==> src/design/tfg_pkg.sv <==
/*
 * Constants for the Ethernet test-frame generator: register indices, field
 * positions, reset values, frame sizes and gap lengths.
 * Assumes a 25 MHz system clock and one generated byte slot per clock.
 */
// Functional notes
// - A frame starts only while enable and run are both one and is always sent to its end; both reset zero.
// - Continuous mode sends frames without end, counted in blocks of ten thousand.
// - Burst mode sends thirty million frames, then stops by itself.
// - Clearing continuous mid-run stops at the next ten-thousand-frame boundary.
// - Length code 00/01/10/11 gives 125, 64, 1518 or 10000-byte frames.
// - Idle gap between frames is 96 bit times, or 8192 when gap bit set.
// - Destination address is all ones with low nibble from bits 9:6, reset 0001.
// - Source address is all ones with low nibble from bits 5:2, reset 0000.
// - Payload type one gives random payload; zero gives the fixed pattern.
// - Bad-checksum bit one corrupts each frame check sequence; zero keeps it correct.
// - Fixed payload repeats the sixteen-bit pattern register, which resets to zero.
package tfg_pkg;
    // ****************************************************************
    // Register map, word index times four gives the byte address
    // ****************************************************************
    localparam logic [7:0] TFG_CTRL_IDX = 8'h1D;
    localparam logic [7:0] TFG_PAT_IDX = 8'h1E;
    localparam logic [7:0] TFG_STAT_IDX = 8'h1F;
    localparam logic [15:0] TFG_CTRL_RST = 16'h0040;
    localparam logic [15:0] TFG_PAT_RST = 16'h0000;

    // ****************************************************************
    // Control field positions
    // ****************************************************************
    localparam int TFG_EN_BIT = 15;
    localparam int TFG_RUN_BIT = 14;
    localparam int TFG_CONT_BIT = 13;
    localparam int TFG_LEN_HI = 12;
    localparam int TFG_LEN_LO = 11;
    localparam int TFG_GAP_BIT = 10;
    localparam int TFG_DA_HI = 9;
    localparam int TFG_DA_LO = 6;
    localparam int TFG_SA_HI = 5;
    localparam int TFG_SA_LO = 2;
    localparam int TFG_RAND_BIT = 1;
    localparam int TFG_BAD_BIT = 0;
    localparam int TFG_STAT_BUSY = 0;
    localparam int TFG_STAT_DONE = 1;

    // ****************************************************************
    // Frame layout and timing
    // ****************************************************************
    localparam logic [13:0] TFG_LEN_125 = 14'h007D;
    localparam logic [13:0] TFG_LEN_64 = 14'h0040;
    localparam logic [13:0] TFG_LEN_1518 = 14'h05EE;
    localparam logic [13:0] TFG_LEN_JUMBO = 14'h2710;
    localparam logic [13:0] TFG_HDR_BYTES = 14'h000E;
    localparam logic [13:0] TFG_FCS_BYTES = 14'h0004;
    localparam int TFG_BITS_PER_BYTE = 8;
    localparam int TFG_GAP_SHORT_BITS = 96;
    localparam int TFG_GAP_LONG_BITS = 8192;
    localparam logic [10:0] TFG_GAP_SHORT_CYC = 11'(TFG_GAP_SHORT_BITS / TFG_BITS_PER_BYTE);
    localparam logic [10:0] TFG_GAP_LONG_CYC = 11'(TFG_GAP_LONG_BITS / TFG_BITS_PER_BYTE);
    localparam logic [31:0] TFG_CRC_POLY = 32'hEDB88320;
    localparam logic [15:0] TFG_LFSR_SEED = 16'hACE1;

    typedef enum logic [1:0] {S_IDLE, S_FRAME, S_GAP, S_DONE} tfg_state_t;

    // Frame size in bytes for a length code
    function automatic logic [13:0] tfg_frame_len(input logic [1:0] code);
        case (code)
            2'b00: return TFG_LEN_125;
            2'b01: return TFG_LEN_64;
            2'b10: return TFG_LEN_1518;
            default: return TFG_LEN_JUMBO;
        endcase
    endfunction : tfg_frame_len

    // One byte of reflected CRC-32
    function automatic logic [31:0] tfg_crc_byte(input logic [31:0] c, input logic [7:0] d);
        logic [31:0] r;
        r = c ^ {24'h000000, d};
        for (int i = 0; i < 8; i++) begin
            r = r[0] ? ((r >> 1) ^ TFG_CRC_POLY) : (r >> 1);
        end
        return r;
    endfunction : tfg_crc_byte
endpackage : tfg_pkg

==> src/design/tfg_generator.sv <==
/*
 * Ethernet test-frame generator with its AHB-Lite register slave and an
 * output FIFO toward the transmit path.
 * Assumes the transmit path sits on hclk and drains bytes with tx_ready.
 */
// Implementation choice: the AHB-Lite register port.
`timescale 1ns/1ps
`default_nettype none

// ********************************************************************
// Output FIFO
// ********************************************************************
module tfg_fifo #(
    parameter int WIDTH = 10,
    parameter int DEPTH = 8
) (
    input wire logic clk,
    input wire logic rst_n,
    input wire logic in_valid,
    output logic in_ready,
    input wire logic [WIDTH-1:0] in_data,
    output logic out_valid,
    input wire logic out_ready,
    output logic [WIDTH-1:0] out_data
);
    localparam int AW = $clog2(DEPTH);
    logic [WIDTH-1:0] mem_q [DEPTH];
    logic [AW:0] wr_q;
    logic [AW:0] rd_q;
    logic full;
    logic empty;

    // Pointers carry a wrap bit so full and empty are exact
    assign empty = (wr_q == rd_q);
    assign full = (wr_q[AW] != rd_q[AW]) && (wr_q[AW-1:0] == rd_q[AW-1:0]);
    assign in_ready = !full;
    assign out_valid = !empty;
    assign out_data = mem_q[rd_q[AW-1:0]];

    // Write side
    always_ff @(posedge clk or negedge rst_n) begin
        if (!rst_n) begin
            wr_q <= '0;
        end else if (in_valid && !full) begin
            wr_q <= wr_q + 1'b1;
        end
    end

    always_ff @(posedge clk) begin
        if (in_valid && !full) begin
            mem_q[wr_q[AW-1:0]] <= in_data;
        end
    end

    // Read side
    always_ff @(posedge clk or negedge rst_n) begin
        if (!rst_n) begin
            rd_q <= '0;
        end else if (out_ready && !empty) begin
            rd_q <= rd_q + 1'b1;
        end
    end
endmodule : tfg_fifo

// ********************************************************************
// Generator top
// ********************************************************************
module tfg_generator
    import tfg_pkg::*;
#(
    parameter int BURST_FRAMES = 30000000,
    parameter int BLOCK_FRAMES = 10000,
    parameter int FIFO_DEPTH = 8
) (
    input wire logic hclk,
    input wire logic hresetn,
    input wire logic hsel,
    input wire logic [31:0] haddr,
    input wire logic [1:0] htrans,
    input wire logic hwrite,
    input wire logic [2:0] hsize,
    input wire logic [31:0] hwdata,
    input wire logic hready,
    output logic [31:0] hrdata,
    output logic hreadyout,
    output logic hresp,
    output logic [7:0] tx_data,
    output logic tx_first,
    output logic tx_last,
    output logic tx_valid,
    input wire logic tx_ready
);
    logic [15:0] ctrl_q;
    logic [15:0] pat_q;
    logic [31:0] hrdata_q;
    logic wr_pend_q;
    logic [7:0] wr_idx_q;
    logic go;
    logic go_q;
    logic start_pend_q;
    logic start;
    tfg_state_t state_q;
    logic [13:0] idx_q;
    logic [10:0] gap_q;
    logic [24:0] frames_q;
    logic [13:0] blk_q;
    logic [31:0] crc_q;
    logic [15:0] lfsr_q;
    logic [1:0] len_lat_q;
    logic gap_lat_q;
    logic [3:0] da_lat_q;
    logic [3:0] sa_lat_q;
    logic rand_lat_q;
    logic bad_lat_q;
    logic cont_lat_q;
    logic [15:0] pat_lat_q;
    logic [13:0] len;
    logic [13:0] fcs_at;
    logic [15:0] plen;
    logic [7:0] byte_d;
    logic [31:0] fcs;
    logic [1:0] fcs_sel;
    logic push;
    logic push_ready;
    logic last;
    logic fe;
    logic stop_burst;
    logic stop_cont;
    logic addr_ok;

    // ****************************************************************
    // AHB-Lite slave, zero wait states, always OKAY
    // ****************************************************************
    assign addr_ok = hsel && hready && htrans[1];
    assign hreadyout = 1'b1;
    assign hresp = 1'b0;
    assign hrdata = hrdata_q;

    // Address phase capture for writes, read data loaded for the data phase
    always_ff @(posedge hclk or negedge hresetn) begin
        if (!hresetn) begin
            wr_pend_q <= 1'b0;
            wr_idx_q <= 8'h00;
            hrdata_q <= 32'h00000000;
        end else begin
            wr_pend_q <= addr_ok && hwrite && (haddr[1:0] == 2'b00) && (hsize == 3'b010);
            wr_idx_q <= haddr[9:2];
            if (addr_ok && !hwrite) begin
                case (haddr[9:2])
                    TFG_CTRL_IDX: hrdata_q <= {16'h0000, ctrl_q};
                    TFG_PAT_IDX: hrdata_q <= {16'h0000, pat_q};
                    TFG_STAT_IDX: hrdata_q <= {frames_q[15:0], 14'h0000,
                        state_q == S_DONE, state_q == S_FRAME || state_q == S_GAP};
                    default: hrdata_q <= 32'h00000000;
                endcase
            end
        end
    end

    // Control and pattern registers
    always_ff @(posedge hclk or negedge hresetn) begin
        if (!hresetn) begin
            ctrl_q <= TFG_CTRL_RST;
            pat_q <= TFG_PAT_RST;
        end else if (wr_pend_q) begin
            if (wr_idx_q == TFG_CTRL_IDX) begin
                ctrl_q <= hwdata[15:0];
            end
            if (wr_idx_q == TFG_PAT_IDX) begin
                pat_q <= hwdata[15:0];
            end
        end
    end

    // ****************************************************************
    // Run control: a rising enable-and-run arms one restart
    // ****************************************************************
    assign go = ctrl_q[TFG_EN_BIT] && ctrl_q[TFG_RUN_BIT];
    assign start = go && start_pend_q && (state_q == S_IDLE || state_q == S_DONE);

    always_ff @(posedge hclk or negedge hresetn) begin
        if (!hresetn) begin
            go_q <= 1'b0;
            start_pend_q <= 1'b0;
        end else begin
            go_q <= go;
            if (!go || start) begin
                start_pend_q <= 1'b0;
            end else if (!go_q) begin
                start_pend_q <= 1'b1;
            end
        end
    end

    // Settings held for the whole run
    always_ff @(posedge hclk or negedge hresetn) begin
        if (!hresetn) begin
            len_lat_q <= 2'b00;
            gap_lat_q <= 1'b0;
            da_lat_q <= 4'h0;
            sa_lat_q <= 4'h0;
            rand_lat_q <= 1'b0;
            bad_lat_q <= 1'b0;
            cont_lat_q <= 1'b0;
            pat_lat_q <= 16'h0000;
        end else if (start) begin
            len_lat_q <= ctrl_q[TFG_LEN_HI:TFG_LEN_LO];
            gap_lat_q <= ctrl_q[TFG_GAP_BIT];
            da_lat_q <= ctrl_q[TFG_DA_HI:TFG_DA_LO];
            sa_lat_q <= ctrl_q[TFG_SA_HI:TFG_SA_LO];
            rand_lat_q <= ctrl_q[TFG_RAND_BIT];
            bad_lat_q <= ctrl_q[TFG_BAD_BIT];
            cont_lat_q <= ctrl_q[TFG_CONT_BIT];
            pat_lat_q <= pat_q;
        end
    end

    // ****************************************************************
    // Frame byte builder
    // ****************************************************************
    assign len = tfg_frame_len(len_lat_q);
    assign fcs_at = len - TFG_FCS_BYTES;
    assign plen = {2'b00, fcs_at - TFG_HDR_BYTES};
    assign fcs = bad_lat_q ? crc_q : ~crc_q;
    assign fcs_sel = idx_q[1:0] - fcs_at[1:0]; // Two bits, so the byte select wraps within the word
    assign push = (state_q == S_FRAME);
    assign last = (idx_q == len - 14'h0001);
    assign fe = push && push_ready && last;

    // Byte for the current position
    always_comb begin
        byte_d = 8'hFF;
        if (idx_q == 14'h0005) begin
            byte_d = {4'hF, da_lat_q};
        end else if (idx_q == 14'h000B) begin
            byte_d = {4'hF, sa_lat_q};
        end else if (idx_q == 14'h000C) begin
            byte_d = plen[15:8];
        end else if (idx_q == 14'h000D) begin
            byte_d = plen[7:0];
        end else if (idx_q >= fcs_at) begin
            byte_d = fcs[8*fcs_sel +: 8];
        end else if (idx_q >= TFG_HDR_BYTES) begin
            if (rand_lat_q) begin
                byte_d = lfsr_q[7:0];
            end else begin
                byte_d = idx_q[0] ? pat_lat_q[7:0] : pat_lat_q[15:8];
            end
        end
    end

    // Running CRC over all bytes before the check sequence
    always_ff @(posedge hclk or negedge hresetn) begin
        if (!hresetn) begin
            crc_q <= 32'hFFFFFFFF;
        end else if (push && push_ready) begin
            crc_q <= (idx_q < fcs_at) ? tfg_crc_byte(crc_q, byte_d) : crc_q;
            if (last) begin
                crc_q <= 32'hFFFFFFFF;
            end
        end
    end

    // Payload scrambler, one step per byte
    always_ff @(posedge hclk or negedge hresetn) begin
        if (!hresetn) begin
            lfsr_q <= TFG_LFSR_SEED;
        end else if (push && push_ready) begin
            lfsr_q <= {lfsr_q[14:0], lfsr_q[15] ^ lfsr_q[13] ^ lfsr_q[12] ^ lfsr_q[10]};
        end
    end

    // ****************************************************************
    // Sequencer: frame, gap, stop decisions
    // ****************************************************************
    assign stop_burst = !cont_lat_q && (frames_q == 25'(BURST_FRAMES - 1));
    assign stop_cont = cont_lat_q && !ctrl_q[TFG_CONT_BIT]
        && (blk_q == 14'(BLOCK_FRAMES - 1));

    always_ff @(posedge hclk or negedge hresetn) begin
        if (!hresetn) begin
            state_q <= S_IDLE;
            idx_q <= 14'h0000;
            gap_q <= 11'h000;
        end else begin
            case (state_q)
                S_IDLE, S_DONE: begin
                    if (start) begin
                        state_q <= S_FRAME;
                        idx_q <= 14'h0000;
                    end else if (!go) begin
                        state_q <= S_IDLE;
                    end
                end
                S_FRAME: begin
                    if (push_ready) begin
                        idx_q <= idx_q + 14'h0001;
                        if (last) begin
                            idx_q <= 14'h0000;
                            gap_q <= (gap_lat_q ? TFG_GAP_LONG_CYC : TFG_GAP_SHORT_CYC)
                                - 11'h001;
                            if (!go) begin
                                state_q <= S_IDLE;
                            end else if (stop_burst || stop_cont) begin
                                state_q <= S_DONE;
                            end else begin
                                state_q <= S_GAP;
                            end
                        end
                    end
                end
                S_GAP: begin
                    gap_q <= gap_q - 11'h001;
                    if (!go) begin
                        state_q <= S_IDLE;
                    end else if (gap_q == 11'h000) begin
                        state_q <= S_FRAME;
                    end
                end
                default: state_q <= S_IDLE;
            endcase
        end
    end

    // Frame counters, cleared at each start
    always_ff @(posedge hclk or negedge hresetn) begin
        if (!hresetn) begin
            frames_q <= 25'h0000000;
            blk_q <= 14'h0000;
        end else if (start) begin
            frames_q <= 25'h0000000;
            blk_q <= 14'h0000;
        end else if (fe) begin
            frames_q <= frames_q + 25'h0000001;
            blk_q <= (blk_q == 14'(BLOCK_FRAMES - 1)) ? 14'h0000 : blk_q + 14'h0001;
        end
    end

    // ****************************************************************
    // Output buffer
    // ****************************************************************
    tfg_fifo #(
        .WIDTH(10),
        .DEPTH(FIFO_DEPTH)
    ) u_fifo (
        .clk(hclk),
        .rst_n(hresetn),
        .in_valid(push),
        .in_ready(push_ready),
        .in_data({idx_q == 14'h0000, last, byte_d}),
        .out_valid(tx_valid),
        .out_ready(tx_ready),
        .out_data({tx_first, tx_last, tx_data})
    );

    // ****************************************************************
    // Checks
    // ****************************************************************
    a_start_needs_go: assert property (@(posedge hclk) disable iff (!hresetn)
        (state_q == S_FRAME && $past(state_q) != S_FRAME && $past(state_q) != S_GAP)
        |-> $past(go)) else $error("frame started without enable and run");
    a_cont_keeps_on: assert property (@(posedge hclk) disable iff (!hresetn)
        (fe && go && cont_lat_q && ctrl_q[TFG_CONT_BIT]) |=> state_q == S_GAP)
        else $error("continuous run stopped");
    a_burst_stops: assert property (@(posedge hclk) disable iff (!hresetn)
        (fe && go && !cont_lat_q && frames_q == 25'(BURST_FRAMES - 1))
        |=> state_q == S_DONE && frames_q == 25'(BURST_FRAMES)) else $error("burst end missed");
    a_block_stop: assert property (@(posedge hclk) disable iff (!hresetn)
        (fe && go && stop_cont) |=> state_q == S_DONE && blk_q == 14'h0000)
        else $error("block boundary stop missed");
    a_frame_size: assert property (@(posedge hclk) disable iff (!hresetn)
        fe |-> idx_q + 14'h0001 == tfg_frame_len(len_lat_q)) else $error("wrong frame size");
    a_gap_length: assert property (@(posedge hclk) disable iff (!hresetn)
        (state_q == S_GAP && $past(state_q) == S_FRAME)
        |-> gap_q == (gap_lat_q ? TFG_GAP_LONG_CYC : TFG_GAP_SHORT_CYC) - 11'h001)
        else $error("wrong gap length");
    a_dest_nibble: assert property (@(posedge hclk) disable iff (!hresetn)
        (push && idx_q == 14'h0005) |-> byte_d == {4'hF, da_lat_q})
        else $error("destination nibble wrong");
    a_src_nibble: assert property (@(posedge hclk) disable iff (!hresetn)
        (push && idx_q == 14'h000B) |-> byte_d == {4'hF, sa_lat_q})
        else $error("source nibble wrong");
    a_fixed_pattern: assert property (@(posedge hclk) disable iff (!hresetn)
        (push && !rand_lat_q && idx_q == TFG_HDR_BYTES) |-> byte_d == pat_lat_q[15:8])
        else $error("pattern byte wrong");
    a_fcs_sense: assert property (@(posedge hclk) disable iff (!hresetn)
        fe |-> byte_d == (bad_lat_q ? crc_q[31:24] : ~crc_q[31:24]))
        else $error("check sequence sense wrong");
    a_start_clears: assert property (@(posedge hclk) disable iff (!hresetn)
        start |=> frames_q == 25'h0000000 && len_lat_q == $past(ctrl_q[12:11]))
        else $error("restart did not clear and latch");
endmodule : tfg_generator

`default_nettype wire

==> config.mk <==
export PLATFORM = sky130hd
export DESIGN_NAME = tfg_generator
export DESIGN_NICKNAME = d
export VERILOG_FILES = /design/src/design/tfg_pkg.sv /design/src/design/tfg_generator.sv
export SDC_FILE = /design/constraint.sdc
export NUM_CORES = 1
export LEC_CHECK = 0
export BUFFER_PORTS_ARGS = -buffer_cell sky130_fd_sc_hd__buf_2
export CAP_MARGIN = 40
export CORE_MARGIN = 2
export CORE_UTILIZATION = 39
export CTS_BUF_LIST = sky130_fd_sc_hd__clkbuf_4 sky130_fd_sc_hd__clkbuf_8
export DETAILED_ROUTE_END_ITERATION = 10
export PLACE_DENSITY = 0.61
export SLEW_MARGIN = 20
export SYNTH_ARGS = -nofsm -noshare
export SYNTH_HDL_FRONTEND = slang
export SYNTH_SLANG_ARGS = --single-unit
==> constraint.sdc <==
create_clock -name hclk -period 5.2 [get_ports hclk]
set_input_delay 1.3 -clock hclk [delete_from_list [all_inputs] [get_ports hclk]]
set_output_delay 1.3 -clock hclk [all_outputs]
set_load 0.01 [all_outputs]
=== Word-level counts from Yosys, hierarchy flattened ===
Memory sizes are Yosys's and may differ from the RTL's.
Index checks and enable logic that the tools add are counted.

* Order comparisons: 3
* Equality and inequality tests: 27
* Shift-type cells: 1
* Bitwise operators: 13
* Muxes and demuxes: 47
* $add $sub $neg: 11
* Reduce and logical (&&, ||, !) cells: 42

{| class="wikitable"
|+ Operators by type and width
! cell !! number
|-
| 32-bit two-way mux || 11
|-
| 13-bit inverter with 14-bit output || 8
|-
| 32-bit one-hot mux with 3 select lines || 1
|-
| 14-bit two-way mux || 6
|-
| 8-bit two-way mux || 8
|-
| 25-bit two-way mux || 2
|-
| 14-bit by 4-bit equality test with 1-bit output, second input constant || 3
|-
| 14-bit one-hot mux with 3 select lines || 1
|-
| 8-bit by 5-bit equality test with 1-bit output, second input constant || 5
|-
| 11-bit two-way mux || 3
|-
| 32-bit inverter || 1
|-
| 32-bit by 6-bit variable part select with 8-bit output || 1
|-
| 32-bit by 8-bit bitwise XOR with 32-bit output || 1
|-
| 14-bit by 1-bit adder with 14-bit output, second input constant || 2
|-
| 14-bit one-hot mux with 2 select lines || 1
|-
| 25-bit by 1-bit adder with 25-bit output, second input constant || 1
|-
| 25-bit equality test, second input constant || 1
|-
| 11-bit one-hot mux with 2 select lines || 1
|-
| 11-bit by 1-bit subtractor with 11-bit output, second input constant || 2
|-
| 1-bit logical AND || 16
|-
| 14-bit equality test || 1
|-
| 14-bit equality test, second input constant || 1
|-
| 14-bit by 3-bit equality test with 1-bit output, second input constant || 1
|-
| 14-bit greater-or-equal comparator || 1
|-
| 31 further kinds || 65
|}

* Logic and storage cells: 169
* Bits in registers: 227
* Output and inout bits: 45
* Memory bits (writable): 80
* Input port bits: 75
* Memories: 1

{| class="wikitable"
|+ Memory list
! memory !! depth !! bits a word !! rd ports !! clocked after memory_dff !! wr ports !! RTL line !! RTL
|-
| u_fifo.mem_q || 8 || 10 || 1 || 0 || 1 || tfg_generator.sv:27 || <nowiki>logic [WIDTH-1:0] mem_q [DEPTH];</nowiki>
|}

=== Longest topological paths before layout ===
* Word-level depth: 29
* Depth in mapped cells: 17
* Gate-level depth less buffers: 15

=== By module ===
From an unflattened synthesis, not the netlist that was laid out.

* Cells, all modules: 1318
* Area, all modules: 15726.3 um^2

{| class="wikitable"
|+ By module, submodules not included
! module !! seq. area each (um^2) !! instances !! cells each !! area each (um^2)
|-
| tfg_generator || 5531.6 || 1 || 1143 || 12044.1
|-
| tfg_fifo || 2602.5 || 1 || 175 || 3682.3
|}

=== Worst setup path before layout ===
OpenSTA, ideal clock, no wires.

* Path type: register -> register
* Start point: register len_lat_q[0]
* End point: register crc_q[19]
* Data required time: 5.127 ns
* Stages on the path, launching flop included: 16
* Setup slack: 0.666 ns
* Arrival: 4.461 ns
* Library setup time: 0.073 ns
* Path buffers: 0
* Period minus slack after synthesis: 4.534 ns
* Cells stage by stage: dfrtp_1 > inv_1 > ha_1 > nor2_1 > xor2_1 > ha_1 > a31o_1 > a221o_1 > a221oi_4 > a211oi_1 > a311oi_2 > xnor2_2 > xnor2_4 > xor3_1 > xor2_1 > a21oi_1

* Elaborated cells on any way between the ends: 37
* Classes of those cells: add/sub: 4; order compare: 2; eq/ne: 3; shift: 1; mux: 16; bitwise: 8; reduce/logical: 3

{| class="wikitable"
|+ RTL lines
! what !! RTL line !! RTL
|-
| from (decl) || tfg_generator.sv:109 || <nowiki>logic [1:0] len_lat_q;</nowiki>
|-
| from (signal assigned) || tfg_generator.sv:207 || <nowiki>len_lat_q <= ctrl_q[TFG_LEN_HI:TFG_LEN_LO];</nowiki>
|-
| 2-bit equality test (tied with other cells) || tfg_pkg.sv:67 || <nowiki>case (code)</nowiki>
|-
| 14-bit one-hot mux with 3 select lines (*) || tfg_pkg.sv:67 ||
|-
| 14-bit by 3-bit subtractor with 14-bit output (*) || tfg_generator.sv:222 || <nowiki>assign fcs_at = len - TFG_FCS_BYTES;</nowiki>
|-
| 2-bit subtractor || tfg_generator.sv:225 || <nowiki>assign fcs_sel = idx_q[1:0] - fcs_at[1:0];</nowiki>
|-
| 32-bit by 6-bit variable part select with 8-bit output || tfg_generator.sv:242 || <nowiki>byte_d = fcs[8*fcs_sel +: 8];</nowiki>
|-
| 8-bit two-way mux || tfg_generator.sv:241 || <nowiki>end else if (idx_q >= fcs_at) begin</nowiki>
|-
| 8-bit two-way mux || tfg_generator.sv:239 || <nowiki>end else if (idx_q == 14'h000D) begin</nowiki>
|-
| 8-bit two-way mux (*) || tfg_generator.sv:237 || <nowiki>end else if (idx_q == 14'h000C) begin</nowiki>
|-
| 8-bit two-way mux (*) || tfg_generator.sv:235 || <nowiki>end else if (idx_q == 14'h000B) begin</nowiki>
|-
| 8-bit two-way mux (*) || tfg_generator.sv:233 || <nowiki>if (idx_q == 14'h0005) begin</nowiki>
|-
| net byte_d[1] || tfg_generator.sv:120 || <nowiki>logic [7:0] byte_d;</nowiki>
|-
| 32-bit by 8-bit bitwise XOR with 32-bit output (*) || tfg_pkg.sv:78 || <nowiki>r = c ^ {24'h000000, d};</nowiki>
|-
| 32-bit two-way mux (*) (8 in a row) || tfg_pkg.sv:80 || <nowiki>r = r[0] ? ((r >> 1) ^ TFG_CRC_POLY) : (r >> 1);</nowiki>
|-
| 32-bit two-way mux (*) || tfg_generator.sv:257 || <nowiki>crc_q <= (idx_q < fcs_at) ? tfg_crc_byte(crc_q, byte_d) : crc_q;</nowiki>
|-
| 32-bit two-way mux (*) || tfg_generator.sv:258 || <nowiki>if (last) begin</nowiki>
|-
| to (signal assigned) || tfg_generator.sv:257 ||
|-
| to (decl) || tfg_generator.sv:107 || <nowiki>logic [31:0] crc_q;</nowiki>
|}

The timed path passes the listed nets; every way through them passes the cells marked *. The select of a mux whose other input is x is not followed.
A chain may end at the register's enable or synchronous reset.

=== Worst setup path after layout ===
* Start point: register len_lat_q[0]
* End point: register crc_q[19]

* Cells in the longest elaborated chain, start to end: 26
* Elaborated cells on any way between the ends: 37
* Classes of those cells: add/sub: 4; order compare: 2; eq/ne: 3; shift: 1; mux: 16; bitwise: 8; reduce/logical: 3

{| class="wikitable"
|+ Ends and longest elaborated chain
! what !! RTL line
|-
| 2-bit equality test (tied with other cells) || tfg_pkg.sv:67
|-
| 14-bit one-hot mux with 3 select lines (*) || tfg_pkg.sv:67
|-
| 14-bit by 3-bit subtractor with 14-bit output || tfg_generator.sv:222
|-
| 2-bit subtractor || tfg_generator.sv:225
|-
| 32-bit by 6-bit variable part select with 8-bit output || tfg_generator.sv:242
|-
| 8-bit two-way mux || tfg_generator.sv:241
|-
| 8-bit two-way mux || tfg_generator.sv:239
|-
| 8-bit two-way mux || tfg_generator.sv:237
|-
| (+10 left out) || n/a
|-
| 13-bit inverter with 14-bit output (no source line) || n/a
|-
| 32-bit two-way mux || tfg_pkg.sv:80
|-
| 13-bit inverter with 14-bit output (no source line) || n/a
|-
| 32-bit two-way mux || tfg_pkg.sv:80
|-
| 13-bit inverter with 14-bit output (no source line) || n/a
|-
| 32-bit two-way mux || tfg_pkg.sv:80
|-
| 32-bit two-way mux || tfg_generator.sv:257
|-
| 32-bit two-way mux || tfg_generator.sv:258
|}

Mark *: on every way between the ends. The rest lies on a longest branch, timed or not. The select of a mux whose other input is x is not followed.

==> run summary <==
Status = completed
Post-DP HPWL = 24.4 mm
Reg2Reg Setup Slack = 240 ps
EDFF count, synth = 80
Highest clock rate = 201 MHz
Chip width = 203 microns
Post-synthesis simple-gate area fraction = 0.152
Max-Cap Viols = 0
Reg area = 8130 sq um
Leakage = 7.97 nW
Post-synthesis xor/xnor area fraction = 0.0807
Area grow syn2layout = 15.7%
DRC viols = 0
Final WS setup = 237 ps
Flops & latches, synth = 307
Clk sinks = 307
Vias in the first global route = 10.9k
FF-to-FF End = crc_q[19]
Placed Cells incl. Taps = 1963
Final #Nets = 1611
Row count = 72
Root buf cell = clkbuf_8
Gr ovfl total = 0
Core area = 38800 sq um
Detail Route Antenna Nets = 0
Insertion delay to the later sink of the worst-skew pair = 620 ps
Worst Tran Pin Value = 796 ps
Worst Setup End Kind = register
Tot GR Track Use = 0.179
Vias = 10.9k
Min-delay worst type = register to register
Syn nets = 1492
Crit Path Category = register to register
Global-route wire length before repair = 58.7 mm
Clock Tree Buf Depth = 3
Final setup viols = 0
Hold Crit Depth = 2
Die Ht = 203 microns
Min Clock Period, post-route = 4960 ps
WL/cell = 17.5 microns
R2R depth = 16
Critical path arrival = 5500 ps
Setup TNS = 0 ps
Worst path required time = 5740 ps
RSZ-0062 raised after global routing = false
Post-synth ARST share = 0.739
Hold EP = lfsr_q[11]
CTS tree = done
Main combinational cell family by area after synthesis = simple AND/OR/NAND/NOR gates
Tcrit/Tclk final = 0.954
Post-Synth Adder-Cell Area = 0.0265
Hold Violations, Final = 0
Sequential share of the synthesized area = 0.528
Total CTS buffers = 51
Max-slew headroom = 0.469
Layout cell share with drive strength beyond 1 = 0.243
Mux cell area share after synthesis = 0.0854
First drt pass iteration count = 5
Syn Inst Count = 1385
Mean Syn Cell Area = 11.1 sq um
Compound-Gate Fraction of Synth Area = 0.105
Ys flop type = dfrtp_1
Io pins = 120
Mapped Area = 15400 sq um
Via density = 5.28
Final wirelength = 36.1 mm
Slew Viols, Final = 0
Iter 0 DRT Violations = 606
Worst hold start = lfsr_q[11]
Area of the multi-input gates = 6990 sq um
Port bufs = 78
Post-Layout Cell Count = 2067
Power density cells = 280 nW/um^2
Initial antenna violation count = 3
Worst vdd ir = 0.205 mV
YS warnings = 0
Reg-to-reg critical path startpoint = len_lat_q[0]
Final Skew = 30.3 ps
Cell variety after synth = 80
Worst-path fanout max = 8
Htree depth = 2
Clock slew at reported path FFs = 60 ps
Startpoint Class = register
Initial Util = 0.397
Largest net degree at the start of global routing = 103
Die Area = 41100 sq um
Final RePlAce weighted congestion = 0.857
# fillers = 3542
Worst slack at placement = 141 ps
[power breakdown]
part | leakage, nW | internal [mW] | switching (mW)
logic | 3.44 | 0.0531 | 0.0918
clock network | 0.612 | 1.35 | 1.02
registers | 3.91 | 2.47 | 0.00166
total | 7.97 | 3.87 | 1.11
[metal layers]
layer,routed length [microns],GRT usage,share of wire,up-vias
li1,-,-,-,5190
met1,16700,0.245,0.46,5378
met2,16500,0.283,0.46,262
met3,1810,0.0339,0.050,73
met4,1030,0.0670,0.028,2
met5,12,0,0.00033,-
[cell usage after synthesis (7+ instances only)]
cell / instances / area share
nand2_1: 224 / 0.055
dfrtp_1: 186 / 0.30
nor2_1: 102 / 0.025
o21ai_0: 97 / 0.031
edfxtp_1: 80 / 0.16
a21oi_1: 68 / 0.022
xnor2_1: 62 / 0.035
clkbuf_1: 57 / 0.014
mux2_2: 51 / 0.037
dfstp_2: 41 / 0.070
xor2_1: 41 / 0.023
ha_1: 31 / 0.025
mux4_2: 28 / 0.041
and3_1: 25 / 0.010
nor3_1: 25 / 0.0081
nand3_1: 24 / 0.0078
inv_1: 22 / 0.0054
a22o_1: 18 / 0.010
a22oi_1: 18 / 0.0088
nand4_1: 18 / 0.0073
mux2i_1: 10 / 0.0065
nor2b_1: 10 / 0.0041
xnor3_1: 9 / 0.013
nand2b_1: 8 / 0.0032
or3_1: 8 / 0.0032
a31oi_1: 7 / 0.0028
[logic make-up (layout without fill, tap and decap cells)]
kind of cell,Yosys count,count (layout)
multiplexers,90,90
flip-flops,307,307
XOR/XNOR,118,118
buffers and inverters,90,252
other,2,4
AO/OA/AOI/OAI,251,251
adder cells (fa/ha/maj),32,32
AND/OR/NAND/NOR,495,495
[flip-flops by register name, summed over array words and instances (netlist names), 2 cells and up]
name and flops:
frames_q 25, da_lat_q 4, blk_q 14, lfsr_q 16, crc_q 32, u_fifo.wr_q 4, gap_q 11, wr_idx_q 8
ctrl_q 16, idx_q 14, pat_q 16, state_q 2, u_fifo.rd_q 4, u_fifo.mem_q 80, len_lat_q 2, pat_lat_q 16
hrdata 32, sa_lat_q 4
[worst max path at each step]
stage | startpoint | endpoint | slack (ps) | cells past startpoint
finish | len_lat_q[0] | crc_q[19] | 240 | 16
global route | len_lat_q[0] | crc_q[19] | 8 | 16
CTS | len_lat_q[0] | crc_q[17] | 170 | 14
detailed placement | len_lat_q[0] | crc_q[17] | 140 | 14
global placement | len_lat_q[0] | crc_q[24] | 270 | 14
floorplan | len_lat_q[0] | crc_q[19] | 670 | 15
[worst max-delay path, cell delays in order, from the launching register on]
cell	delay (ps)
dfrtp_1	460
inv_1	160
ha_1	280
nor2_1	230
xor2_1	240
ha_1	280
a31o_1	210
a221o_1	400
a221oi_4	540
buf_4	210
a21oi_1	80
nor3_1	390
a311o_1	430
xnor3_1	370
xor3_1	270
xor2_1	180
a21oi_1	150
[placed cells by master, fill, tap and decap left out, types with 5 or more instances in the layout]
| cell type | Yosys | layout |
|---|---|---|
| dfrtp_1 | 186 | 186 |
| a211oi_1 | 6 | 6 |
| nand4_1 | 18 | 18 |
| and2_1 | 6 | 6 |
| a21oi_1 | 68 | 67 |
| inv_1 | 22 | 22 |
| clkinv_1 | 0 | 6 |
| mux4_2 | 28 | 28 |
| nand2b_1 | 8 | 8 |
| and3_1 | 25 | 25 |
| clkinv_2 | 0 | 12 |
| a22oi_1 | 18 | 18 |
| nand3_1 | 24 | 24 |
| a22o_1 | 18 | 18 |
| edfxtp_1 | 80 | 80 |
| buf_2 | 6 | 78 |
| or3_1 | 8 | 8 |
| nor2_1 | 102 | 101 |
| buf_4 | 2 | 53 |
| a31oi_1 | 7 | 7 |
| nand2_1 | 224 | 224 |
| nor3_1 | 25 | 24 |
| xnor2_1 | 62 | 62 |
| mux2_2 | 51 | 51 |
| dfstp_2 | 41 | 41 |
| o21ai_0 | 97 | 97 |
| nor2b_1 | 10 | 10 |
| clkbuf_8 | 0 | 66 |
| ha_1 | 31 | 31 |
| mux2i_1 | 10 | 10 |
| xnor3_1 | 9 | 9 |
| xor2_1 | 41 | 40 |
| nor4b_1 | 6 | 6 |
| clkbuf_4 | 0 | 7 |
| nor4_1 | 6 | 5 |
[timing repair]
action / in CTS / in global routing
gates resized for setup: 0 / 1
setup buffers: 0 / 4
setup endpoints to repair: 0 / 5
hold buffers: 0 / 0
[metrics by stage]
stage | util | total power [mW] | hold slack (ps) | cell area, sq um
after detailed placement | 0.428 | 2.67 | 451 | 16600
after CTS | 0.458 | 5.06 | 461 | 17800
after global routing | 0.459 | 5.18 | 484 | 17800
final | 0.459 | 4.99 | 458 | 17800
after floorplan | - | 2.59 | 439 | 15400
after global placement | 0.428 | 2.67 | 451 | 16600
[cell type report]
type	count	share of cell area
multi-input combinational	988	0.392
tap	518	0.0363
sequential	307	0.456
inverter	22	0.00463
clock buffer	73	0.0539
antenna	2	0.000281
clock inverter	23	0.0107
timing repair buffer	134	0.0462
No activity file was read; power rests on OpenSTA's default activity.
